--- src/rtl/hdsel_pkg.sv ---
package hdsel_pkg;
    // ----------------------------------------
    // Register map (printed offsets, not multiples of four: word index)
    // ----------------------------------------
    localparam logic [7:0] RX_SUPP_A_IDX = 8'h91;
    localparam logic [7:0] TX_CTRL_A_IDX = 8'h92;
    localparam logic [7:0] TX_SUPP_A_IDX = 8'h93;
    localparam logic [7:0] RX_SUPP_B_IDX = 8'h95;
    localparam logic [7:0] TX_CTRL_B_IDX = 8'h96;
    localparam logic [7:0] TX_SUPP_B_IDX = 8'h97;
    localparam int ADDR_W = 10;
    localparam int REG_W = 8;
    localparam logic [7:0] REG_RESET = 8'h00;
    localparam logic [7:0] CTRL_WMASK = 8'hBF;
    // ----------------------------------------
    // Control register fields
    // ----------------------------------------
    localparam int CTRL_EN_BIT = 7;
    localparam int CTRL_MODE_BIT = 5;
    localparam int CHAN_HI = 4;
    localparam int CHAN_W = 5;
    localparam logic [31:0] UNMAPPED_DATA = 32'h0000_0000;
endpackage

--- src/rtl/hdsel_framer_cfg.sv ---
`timescale 1ns/100ps
module hdsel_framer_cfg (
    input wire logic [7:0] rx_suppress,
    input wire logic [7:0] tx_ctrl,
    input wire logic [7:0] tx_suppress,
    input wire logic [4:0] rx_timeslot,
    input wire logic [4:0] rx_sel_chan,
    input wire logic rx_sel_enable,
    input wire logic [2:0] rx_bit_index,
    input wire logic [4:0] tx_timeslot,
    input wire logic [2:0] tx_bit_index,
    input wire logic tx_channel_block_signal,
    output logic rx_hdlc_bit_valid,
    output logic tx_hdlc_bit_use,
    output logic tx_fdl_select
);
    wire logic tx_hdlc_timeslot_enable;
    wire logic tx_timeslot_select_mode;
    wire logic [4:0] tx_chan;
    wire logic tx_slot_hit;
    wire logic rx_slot_hit;
    wire logic rx_bit_kept;
    wire logic tx_bit_kept;

    // ----------------------------------------
    // Field decode
    // ----------------------------------------
    assign tx_hdlc_timeslot_enable = tx_ctrl[hdsel_pkg::CTRL_EN_BIT];
    assign tx_timeslot_select_mode = tx_ctrl[hdsel_pkg::CTRL_MODE_BIT];
    assign tx_chan = tx_ctrl[hdsel_pkg::CHAN_HI:0]; // [RQ4]

    // ----------------------------------------
    // Timeslot selection
    // ----------------------------------------
    assign tx_slot_hit = tx_timeslot_select_mode ? tx_channel_block_signal
                                                 : (tx_timeslot == tx_chan); // [RQ3]
    assign rx_slot_hit = rx_sel_enable && (rx_timeslot == rx_sel_chan);

    // Bit index 0 is the MSB of the timeslot
    assign rx_bit_kept = !rx_suppress[3'h7 - rx_bit_index]; // [RQ1]
    assign tx_bit_kept = !tx_suppress[3'h7 - tx_bit_index]; // [RQ2]

    assign rx_hdlc_bit_valid = rx_slot_hit && rx_bit_kept; // [RQ1]
    assign tx_hdlc_bit_use = tx_hdlc_timeslot_enable && tx_slot_hit && tx_bit_kept; // [RQ2] [RQ5]
    assign tx_fdl_select = !tx_hdlc_timeslot_enable; // [RQ5]
endmodule

--- src/rtl/hdsel_regs.sv ---
// Decided for this implementation: the Avalon-MM interface to the registers.
`timescale 1ns/100ps
// How it works
// (RQ1) Receive suppress bit set drops that DS0 bit; bit 7 is MSB.
// (RQ2) Transmit suppress bit set keeps that DS0 bit from HDLC data.
// (RQ3) Mode 0 uses channel number; mode 1 uses channel-block signal.
// (RQ4) Low five control bits form binary DS0 channel number.
// (RQ5) Enable 0 sends HDLC to data link; 1 inserts it into timeslots.
module hdsel_regs (
    input wire logic mclk,
    input wire logic rst,
    input wire logic [9:0] avs_address,
    input wire logic avs_read,
    input wire logic avs_write,
    input wire logic [31:0] avs_writedata,
    input wire logic [3:0] avs_byteenable,
    output logic [31:0] avs_readdata,
    output logic avs_waitrequest,
    input wire logic [4:0] rx_timeslot_a,
    input wire logic [4:0] rx_sel_chan_a,
    input wire logic rx_sel_enable_a,
    input wire logic [2:0] rx_bit_index_a,
    input wire logic [4:0] tx_timeslot_a,
    input wire logic [2:0] tx_bit_index_a,
    input wire logic tx_channel_block_signal_a,
    output logic rx_hdlc_bit_valid_a,
    output logic tx_hdlc_bit_use_a,
    output logic tx_fdl_select_a,
    input wire logic [4:0] rx_timeslot_b,
    input wire logic [4:0] rx_sel_chan_b,
    input wire logic rx_sel_enable_b,
    input wire logic [2:0] rx_bit_index_b,
    input wire logic [4:0] tx_timeslot_b,
    input wire logic [2:0] tx_bit_index_b,
    input wire logic tx_channel_block_signal_b,
    output logic rx_hdlc_bit_valid_b,
    output logic tx_hdlc_bit_use_b,
    output logic tx_fdl_select_b
);
    logic [7:0] rx_supp_a_reg;
    logic [7:0] tx_ctrl_a_reg;
    logic [7:0] tx_supp_a_reg;
    logic [7:0] rx_supp_b_reg;
    logic [7:0] tx_ctrl_b_reg;
    logic [7:0] tx_supp_b_reg;
    logic [31:0] rdata_reg;
    logic done_reg;
    wire logic [7:0] idx;
    wire logic hi_zero;
    wire logic wr_lane;
    wire logic wr_go;
    wire logic [7:0] wdata;
    wire logic [7:0] wctrl;
    logic [7:0] rd_mux;

    // ----------------------------------------
    // Bus decode
    // ----------------------------------------
    // Word index is address bits [9:2]; one-wait-state answer
    assign idx = avs_address[9:2];
    assign hi_zero = (avs_address[1:0] == 2'h0);
    assign wr_lane = avs_byteenable[0];
    assign wdata = avs_writedata[7:0];
    assign wctrl = avs_writedata[7:0] & hdsel_pkg::CTRL_WMASK;
    assign wr_go = avs_write && done_reg && wr_lane && hi_zero;
    assign avs_waitrequest = (avs_read || avs_write) && !done_reg;
    assign avs_readdata = rdata_reg;

    always_comb begin
        rd_mux = hdsel_pkg::REG_RESET;
        unique case (idx)
            hdsel_pkg::RX_SUPP_A_IDX: rd_mux = rx_supp_a_reg;
            hdsel_pkg::TX_CTRL_A_IDX: rd_mux = tx_ctrl_a_reg;
            hdsel_pkg::TX_SUPP_A_IDX: rd_mux = tx_supp_a_reg;
            hdsel_pkg::RX_SUPP_B_IDX: rd_mux = rx_supp_b_reg;
            hdsel_pkg::TX_CTRL_B_IDX: rd_mux = tx_ctrl_b_reg;
            hdsel_pkg::TX_SUPP_B_IDX: rd_mux = tx_supp_b_reg;
            default: rd_mux = hdsel_pkg::REG_RESET;
        endcase
    end

    // ----------------------------------------
    // Handshake and read data
    // ----------------------------------------
    always_ff @(posedge mclk or posedge rst) begin
        if (rst) begin
            done_reg <= 1'b0;
            rdata_reg <= hdsel_pkg::UNMAPPED_DATA;
        end else begin
            done_reg <= (avs_read || avs_write) && !done_reg;
            if (avs_read && !done_reg) begin
                rdata_reg <= {24'h000000, rd_mux};
            end
        end
    end

    // ----------------------------------------
    // Register writes
    // ----------------------------------------
    always_ff @(posedge mclk or posedge rst) begin
        if (rst) begin
            rx_supp_a_reg <= hdsel_pkg::REG_RESET;
            tx_ctrl_a_reg <= hdsel_pkg::REG_RESET;
            tx_supp_a_reg <= hdsel_pkg::REG_RESET;
            rx_supp_b_reg <= hdsel_pkg::REG_RESET;
            tx_ctrl_b_reg <= hdsel_pkg::REG_RESET;
            tx_supp_b_reg <= hdsel_pkg::REG_RESET;
        end else if (wr_go) begin
            if (idx == hdsel_pkg::RX_SUPP_A_IDX) rx_supp_a_reg <= wdata; // [RQ1]
            if (idx == hdsel_pkg::TX_CTRL_A_IDX) tx_ctrl_a_reg <= wctrl; // [RQ3]
            if (idx == hdsel_pkg::TX_SUPP_A_IDX) tx_supp_a_reg <= wdata; // [RQ2]
            if (idx == hdsel_pkg::RX_SUPP_B_IDX) rx_supp_b_reg <= wdata; // [RQ1]
            if (idx == hdsel_pkg::TX_CTRL_B_IDX) tx_ctrl_b_reg <= wctrl; // [RQ3]
            if (idx == hdsel_pkg::TX_SUPP_B_IDX) tx_supp_b_reg <= wdata; // [RQ2]
        end
    end

    // ----------------------------------------
    // Per-framer selection
    // ----------------------------------------
    hdsel_framer_cfg u_framer_a (
        .rx_suppress(rx_supp_a_reg),
        .tx_ctrl(tx_ctrl_a_reg),
        .tx_suppress(tx_supp_a_reg),
        .rx_timeslot(rx_timeslot_a),
        .rx_sel_chan(rx_sel_chan_a),
        .rx_sel_enable(rx_sel_enable_a),
        .rx_bit_index(rx_bit_index_a),
        .tx_timeslot(tx_timeslot_a),
        .tx_bit_index(tx_bit_index_a),
        .tx_channel_block_signal(tx_channel_block_signal_a),
        .rx_hdlc_bit_valid(rx_hdlc_bit_valid_a),
        .tx_hdlc_bit_use(tx_hdlc_bit_use_a),
        .tx_fdl_select(tx_fdl_select_a)
    );

    hdsel_framer_cfg u_framer_b (
        .rx_suppress(rx_supp_b_reg),
        .tx_ctrl(tx_ctrl_b_reg),
        .tx_suppress(tx_supp_b_reg),
        .rx_timeslot(rx_timeslot_b),
        .rx_sel_chan(rx_sel_chan_b),
        .rx_sel_enable(rx_sel_enable_b),
        .rx_bit_index(rx_bit_index_b),
        .tx_timeslot(tx_timeslot_b),
        .tx_bit_index(tx_bit_index_b),
        .tx_channel_block_signal(tx_channel_block_signal_b),
        .rx_hdlc_bit_valid(rx_hdlc_bit_valid_b),
        .tx_hdlc_bit_use(tx_hdlc_bit_use_b),
        .tx_fdl_select(tx_fdl_select_b)
    );
endmodule

--- config.mk ---
export PLATFORM = sky130hd
export DESIGN_NAME = hdsel_regs
export DESIGN_NICKNAME = d
export VERILOG_FILES = /design/src/rtl/hdsel_pkg.sv /design/src/rtl/hdsel_framer_cfg.sv /design/src/rtl/hdsel_regs.sv
export SDC_FILE = /design/constraint.sdc
export NUM_CORES = 1
export LEC_CHECK = 0
export BUFFER_PORTS_ARGS = -buffer_cell sky130_fd_sc_hd__buf_2
export CAP_MARGIN = 5
export CORE_UTILIZATION = 48
export CTS_CLUSTER_SIZE = 28
export DETAILED_ROUTE_END_ITERATION = 7
export GPL_TIMING_DRIVEN = 0
export PLACE_DENSITY = 0.85
export SLEW_MARGIN = 20
export SYNTH_ARGS = -nofsm -noshare
export SYNTH_HDL_FRONTEND = slang
export SYNTH_SLANG_ARGS = --single-unit
--- constraint.sdc ---
create_clock -name mclk -period 1.9 [get_ports mclk]
set_input_delay 0.095 -clock mclk [delete_from_list [all_inputs] [get_ports mclk]]
set_output_delay 0.095 -clock mclk [all_outputs]
set_load 0.005 [all_outputs]
==> flow_results.org, run 1 <==
** Clock network
- Clock tree synthesis inserted a total of 5 buffers.
- Clock transition at path regs :: around 0.090 ns
- CTS saw 55 sinks.
- Clock tree from TritonCTS :: built
- Clock latency on the worst-skew pair :: a little over 0.3 ns
- The H-tree generated during clock tree synthesis spans 2 levels.
- In this run the deepest clock path goes through 2 buffers.
- The cell sitting at the root of the clock tree is a sky130_fd_sc_hd__clkbuf_8.

** Pwr
- Power spread over the standard cell area amounts to about 540 mW/mm2.
- The analysis attributes to cell leakage a power of just over 2 nW.
- Worst vdd rail ir drop :: 0.491 mV

** Synth
- After synthesis the cells add up to around 0.0032 mm2.
- Synth Area per Inst :: 12.5 um2
- Distinct cell type count of the synthesized netlist :: 36
- Synth warn :: 0
- Summing the sequential cell areas from Yosys gives a little over two fifths of the chip area.
- Post-synthesis sequential element count :: 55
- In the synthesized netlist, the number of instances is between 200 and 300.

** Placed design
- Placer's final routability congestion estimate :: 0.917
- Post-DP HPWL :: 6000 um
- Port bufs :: 81
- Summing all placed instances gives a cell area of between 0.003 and 0.004 mm2.
- Dpl cells :: 437

** Final layout
- The repair_antennas step left the layout with diodes totalling 0.
- In the final layout, the share of cells above drive strength 1 is between 50% and 60%.
- Area added between synthesis and finish :: 22.8%
- Cells fill about three fifths of the core in the end.
- After the last flow step, the layout net total stands at 465.
- Multi-input combinational cell area :: approximately 0.0017 mm2
- Fin area :: slightly below 0.004 mm2
- Counting the fill cells in the layout gives 500.
- Across the whole layout, storage elements account for 0.00138 mm2.
- After the flow finishes, the layout carries non-filler instances totaling roughly 450.
- The top cell types in the final layout, fill and taps aside, are 82 x sky130_fd_sc_hd__buf_2, 57 x sky130_fd_sc_hd__mux2_2, 55 x sky130_fd_sc_hd__dfrtp_1, 25 x sky130_fd_sc_hd__buf_4, 24 x sky130_fd_sc_hd__conb_1.
- The library cell used most frequently in the layout, excluding fill and tap cells, is sky130_fd_sc_hd__buf_2.

** Critical path
- Data arrives at the worst endpoint at 1.99 ns.
- In this run the critical register-to-register path is launched from done_reg.
- Startpoint type of the worst setup path :: flip-flop
- Required arrival time at the worst endpoint :: about 2.1 ns
- Of all nets on the critical path, the largest fanout is 8.
- Critical setup path kind :: reg -> reg
- Across all register-to-register paths, the minimum setup slack is about 0.099 ns.
- STA classifies the critical path endpoint as a flip-flop.
- Tracing the worst setup path back leads to its startpoint at done_reg.

** Timing
- Fin. max-slew vios :: 0
- Clock tree skew after final layout :: ~0.007 ns
- Setup repair after global routing left no endpoint under its margin.
- Setup violations remaining at the end of the flow were counted as 0.
- Post-route fraction of the period consumed by the critical path :: approximately 95%
- Final hold viol count :: 0
- Final critical-path required period :: 1.80 ns
- Least-Margin Pin Slew :: a little under 0.7 ns
- Headroom to the max-slew limit :: 54.3%
- Maximum frequency from static timing analysis :: roughly 0.56 GHz

** Floorplanning
- The floorplan has 29 rows.
- Pin placement for this block handled between 100 and 150 I/O pins.
- The initial utilization of the core area, before any placement, comes to approximately half.
- Full die area :: 0.00697 mm2
- Vertical extent of the die :: roughly 83 um
- In this run the standard cell core region covers roughly 0.0064 mm2.
- Horizontal extent of the die :: about 83 um

** Drt
- Drt pass-1 iters :: 4
- Summed over all layers, the routed wires come to 7510 um.
- Routed wire length per instance :: between 15 and 20 um
- Summing over every cut layer, the via total after detailed routing is between 2,000 and 2,500.
- The count of nets left with antenna violations once routing finished came out at 0.
- Drc violations :: 0
- Detailed Route Iter0 Violations :: 260
- In the routed layout, each cell is associated on average with a via count of 5.39.

** Global route
- Global route total overflow :: 0
- The number of global-route vias before repair came to 2,359.
- For this run, the total global-route usage over all layers was measured as between 20% and 30%.
- First-pass GRT wire length :: 11,500 um
- The number of antenna violations at the first check in global routing is 0.
- Maximum number of pins on one net before global-route repair :: 32

** Outcome
- Run status :: completed

** Min path
- Worst Hold Launch :: avs_read
- The worst hold path belongs to the class in -> reg.

** Job
- Max-cap violations in this run came to 0.
-- worst max-delay path: stages, from the launching register on --
cell and delay [ns]:
sky130_fd_sc_hd__dfrtp_1 0.39, sky130_fd_sc_hd__nand4_1 0.10, sky130_fd_sc_hd__or4_1 0.46, sky130_fd_sc_hd__nor3_4 0.24
sky130_fd_sc_hd__buf_12 0.15, sky130_fd_sc_hd__mux2_2 0.34
-- final cells by class --
type                    instances  area share, %
inverters                       4          0.384
plain buffers                  32           5.53
flip-flops and latches         55           35.2
clock inverters                 1          0.128
multi-input cells             187           42.5
repair buffers                 84           11.8
well taps                      77           2.46
clock buffers                   7           1.95
-- metal layers --
metal | up-vias | track usage, % | share of wire [%]
li1 | 1122 | - | -
met1 | 1174 | 28.2 | 42
met2 | 101 | 36.7 | 50
met3 | 11 | 4.65 | 6.0
met4 | 0 | 5.86 | 1.9
met5 | - | 0 | 0
-- power by group --
part / internal, mW / switching [mW] / total (mW)
clock network: 0.260 / 0.362 / 0.622
registers: 1.18 / 0.00638 / 1.18
logic: 0.144 / 0.153 / 0.297
total: 1.58 / 0.522 / 2.10
-- cell usage after synthesis (all sizes together) --
cell type / instances / area share (%)
or4: 1 / 0.24
nand2: 16 / 2.0
nor2b: 2 / 0.39
o31ai: 3 / 0.71
nor4: 4 / 1.7
or3b: 1 / 0.27
mux2: 57 / 20
conb: 1 / 0.12
mux2i: 8 / 2.5
xnor2: 8 / 2.2
nand4bb: 1 / 0.51
nor2: 5 / 0.59
nor3: 4 / 0.98
xor2: 12 / 3.3
and4: 2 / 0.55
clkbuf: 5 / 0.63
inv: 4 / 0.47
buf: 27 / 6.2
nand3: 3 / 0.63
nand2b: 2 / 0.39
a21oi: 4 / 0.63
or3: 2 / 0.39
nand4: 3 / 0.59
o21ai: 4 / 0.63
a21o: 1 / 0.24
o22ai: 1 / 0.20
mux4: 10 / 7.1
a221oi: 9 / 2.5
dfrtp: 55 / 43
-- worst paths after layout --
path                                         end  depth (start not counted)
worst min-delay path                    done_reg                          3
worst max-delay path            tx_supp_b_reg[4]                          5
min in group asynchronous       rx_supp_a_reg[3]                          3
max in group asynchronous       rx_supp_b_reg[7]                          4
worst min register to register   avs_readdata[7]                          1
worst max register to register  tx_supp_b_reg[4]                          5
-- cells by family after synthesis --
family,count (synthesis),share of synthesized area (%)
AOI/OAI and AO/OA,22,4.87
xor gates and xnor gates,20,5.50
buffers and inverters,36,7.27
DFF,55,43.2
muxes,75,29.7
other,1,0.118
and+or+nand+nor,46,9.31
-- metrics by stage --
stage          TNS [ns]  setup WS (ns)  hold WS, ns  power (mW)
6_report              0         0.0991       0.0636        2.10
5_1_grt               0         0.0113       0.0605        2.20
4_1_cts               0         0.0362       0.0713        2.11
3_5_place_dp          0         0.0274        0.240        1.50
3_3_place_gp      -8.52         -0.157        0.384        1.49
2_1_floorplan         0          0.261        0.245        1.36
-- timing repair --
item	4_1_cts	5_1_grt
endpoints found under the hold margin	30	0
hold buffers	1	0
resized for setup	0	0
endpoints found under the setup margin	0	8
setup buffers	0	1
Note: power is estimated with default switching activity, not from simulation.
==> run 2, diff against run 1 <==
Clock period 1.9 ns to 1.7 ns, I/O delays scaled along.
==> run 2 against run 1 <==
  * The run now ends with setup timing left
  * Critical path type is now reg -> out
  * Worst hold slack lost 0.010 ns
  * First-iteration DRC count shrank 40%
  * Total power grew 13%
  * Die area is the same
  * Highest routed layer unchanged
  * Critical endpoint is now tx_hdlc_bit_use_b
  * Sequential share of layout area shrank 1.4 points
==> flow_results.org, run 2 (same netlist as run 1, synthesis figures left out) <==
** Final layout
- Area added between synthesis and finish :: 27.9%
- Antenna diode instance count :: 0
- The library cell used most frequently in the layout, excluding fill and tap cells, is sky130_fd_sc_hd__buf_2.
- After filler insertion, the fill cell instance count of the layout stands at 472.
- Fraction of final layout cells sized beyond drive strength 1 :: between 50% and 60%
- Fraction of the core area covered by cells at the end of the flow :: 63.8%
- Fin area :: around 0.0041 mm2
- Most frequent cells in the layout :: 82 x sky130_fd_sc_hd__buf_2, 55 x sky130_fd_sc_hd__dfrtp_1, 50 x sky130_fd_sc_hd__mux2_2, 41 x sky130_fd_sc_hd__buf_4, 24 x sky130_fd_sc_hd__conb_1
- Final Net Count :: 480

** Timing
- Setup repair after global routing could not meet its margin everywhere.
- The worst pin sits at a relative slew slack of between 50% and 60%.
- Final hold viol count :: 0
- Fin. max-slew vios :: 0
- Post-route fraction of the period consumed by the critical path :: 107%
- Based on the critical path, the design can be clocked at up to about 0.55 GHz.
- Final critical-path required period :: about 1.8 ns
- Hold WS :: between 0.05 and 0.06 ns
- Worst Setup Slack, final :: -0.114 ns
- Across the routed clock network, the largest skew measured is approximately 0.0096 ns.
- Count of endpoints failing setup in the final report :: 4
- Least-Margin Pin Slew :: about 0.7 ns

** Global route
- Global route total overflow :: 0
- Global-route usage over all layers :: a little under a quarter
- Number of antenna violations at the first check in global routing :: 0
- Maximum number of pins on one net before global-route repair :: 32
- Via count of the first global-routing pass :: about 2,500
- The first global-routing pass estimated around 12,000 um of wire.

** Clock network
- In this run, CTS created clock tree buffers numbering 5.
- Clock transition at path regs :: around 0.10 ns
- TritonCTS built the clock tree.
- The tree is rooted in a sky130_fd_sc_hd__clkbuf_8.
- Clock buffer depth :: 2
- Clock latency on the worst-skew pair :: 0.31 ns
- The clock net in this run drives a total of between 50 and 60 sinks.
- Max H-tree Level :: 2

** Drt
- In this run, the number of DRC markers left after iteration 0 of detailed routing was about 160.
- For this run, the detailed router's first-pass iteration total came to 4.
- Number of nets still failing antenna checks after routing :: 0
- Routed wire length per instance :: approximately 18 um
- The routed layout has approximately 2,500 vias.
- Wires add up to 8150 um.
- After detailed routing, the number of remaining DRC violations is 0.
- After detailed routing, the number of vias per cell comes to ~5.4.

** Outcome
- Violations in the final reports :: setup timing
- Run status :: finished, violations left

** Critical path
- STA classifies the critical path endpoint as a primary output.
- Total buffers and inverters traversed by the critical path :: 1
- Critical setup path kind :: reg -> out
- STA puts the critical path data arrival time at 1.73 ns.
- The worst setup path is launched from a flip-flop.
- Slowest library cell on the worst path :: sky130_fd_sc_hd__mux4_2
- Worst path max stage delay :: approximately 0.48 ns
- On the critical path the largest part of the delay comes from multiplexers.
- Cells along the critical path :: mux4_2 -> mux2i_1 -> nand2_1 -> a21oi_1 -> buf_2
- In this run the worst path has a maximum fanout of 2.
- Required arrival time at the worst endpoint :: about 1.6 ns

** Pwr
- Pleak :: 2.13 nW
- Post-layout power :: around 2.4 mW
- Worst vdd rail ir drop :: 0.516 mV
- Power per Cell Area :: between 500 and 600 mW/mm2

** Floorplanning
- Full die area :: 0.00697 mm2
- Number of core rows :: 29
- I/O pin cnt :: roughly 140
- Starting Density :: 49.9%
- Horizontal extent of the die :: 83.5 um
- The total area inside the core boundary comes to roughly 0.0064 mm2.
- The die is around 83 um tall.

** Job
- The tool flagged a number of max-cap violations equal to 0.

** Placed design
- Cell Area, Placed :: 0.00380 mm2
- Worst setup slack after placement :: -0.163 ns
- The congestion estimate from routability-driven global placement came to around 0.92.
- During placement, the flow inserted port buffers numbering 81.
- Summed over all nets, the half-perimeter wirelength after detailed placement is about 6000 um.

** Min path
- Path class of the lowest-slack min-delay path :: in -> reg
==> run 2: cell count changes in the layout (fill, tap and decap cells not counted) <==
cell                       delta
sky130_fd_sc_hd__buf_4       +16
sky130_fd_sc_hd__mux2_2       -7
sky130_fd_sc_hd__mux2_4       +7
sky130_fd_sc_hd__nand2_1      -2
sky130_fd_sc_hd__nand2_2      +2
sky130_fd_sc_hd__clkbuf_1     -1
sky130_fd_sc_hd__nand2b_1     -1
sky130_fd_sc_hd__nand2b_2     +1
sky130_fd_sc_hd__nand3_2      -1
sky130_fd_sc_hd__nand3_4      +1
sky130_fd_sc_hd__or4_1        -1
sky130_fd_sc_hd__or4_4        +1
==> run 2: worst paths after layout <==
path	slack [ns]	cells after the start	to	from
min	0.05	3	done_reg	avs_read
max reg2reg	-0.01	5	tx_supp_b_reg[7]	done_reg
max	-0.11	5	tx_hdlc_bit_use_b	tx_supp_b_reg[0]
max in group asynchronous	0.72	4	rx_supp_b_reg[7]	rst
min in group asynchronous	0.42	3	rx_supp_a_reg[3]	rst
min reg2reg	0.48	1	avs_readdata[7]	avs_readdata[7]
==> run 2: worst min-delay path: stages <==
cell and delay (ns):
sky130_fd_sc_hd__buf_2 0.11, sky130_fd_sc_hd__nor2_1 0.08, sky130_fd_sc_hd__nor2_1 0.06
==> run 2: report_power, final <==
part,switching (mW),internal [mW]
logic,0.177,0.167
clock network,0.428,0.291
registers,0.00696,1.32
==> run 2: cell type report <==
| type | instances | area [um2] | area share [%] |
|---|---|---|---|
| well taps | 77 | 96.3 | 2.36 |
| clock buffers | 7 | 76.3 | 1.87 |
| flip-flops and latches | 55 | 1380 | 33.8 |
| repair buffers | 100 | 583 | 14.3 |
| clock inverters | 1 | 5.00 | 0.123 |
| inverters | 4 | 15.0 | 0.369 |
| multi-input cells | 187 | 1710 | 42.0 |
| plain buffers | 31 | 213 | 5.22 |
==> run 2: through the flow <==
stage	setup TNS, ns	cells
3_3_place_gp	-20.64	436
6_report	-0.185	462
3_5_place_dp	-3.38	437
4_1_cts	-0.523	457
5_1_grt	-0.800	462
2_1_floorplan	0	278
==> run 2: layer usage <==
layer | routed length (um) | vias up | global-route usage [%]
met2 | 4160 | 115 | 39.4
li1 | - | 1148 | -
met3 | 552 | 20 | 5.24
met4 | 214 | 0 | 7.09
met1 | 3220 | 1227 | 27.8
met5 | 0 | - | 0
==> run 2: what timing repair did <==
item | CTS | global route
endpoints found under the hold margin | 30 | 0
gates resized for setup | 6 | 6
endpoints found under the setup margin | 21 | 26
pin swaps | 5 | 4
hold buffers | 1 | 0
buffers inserted | 11 | 6
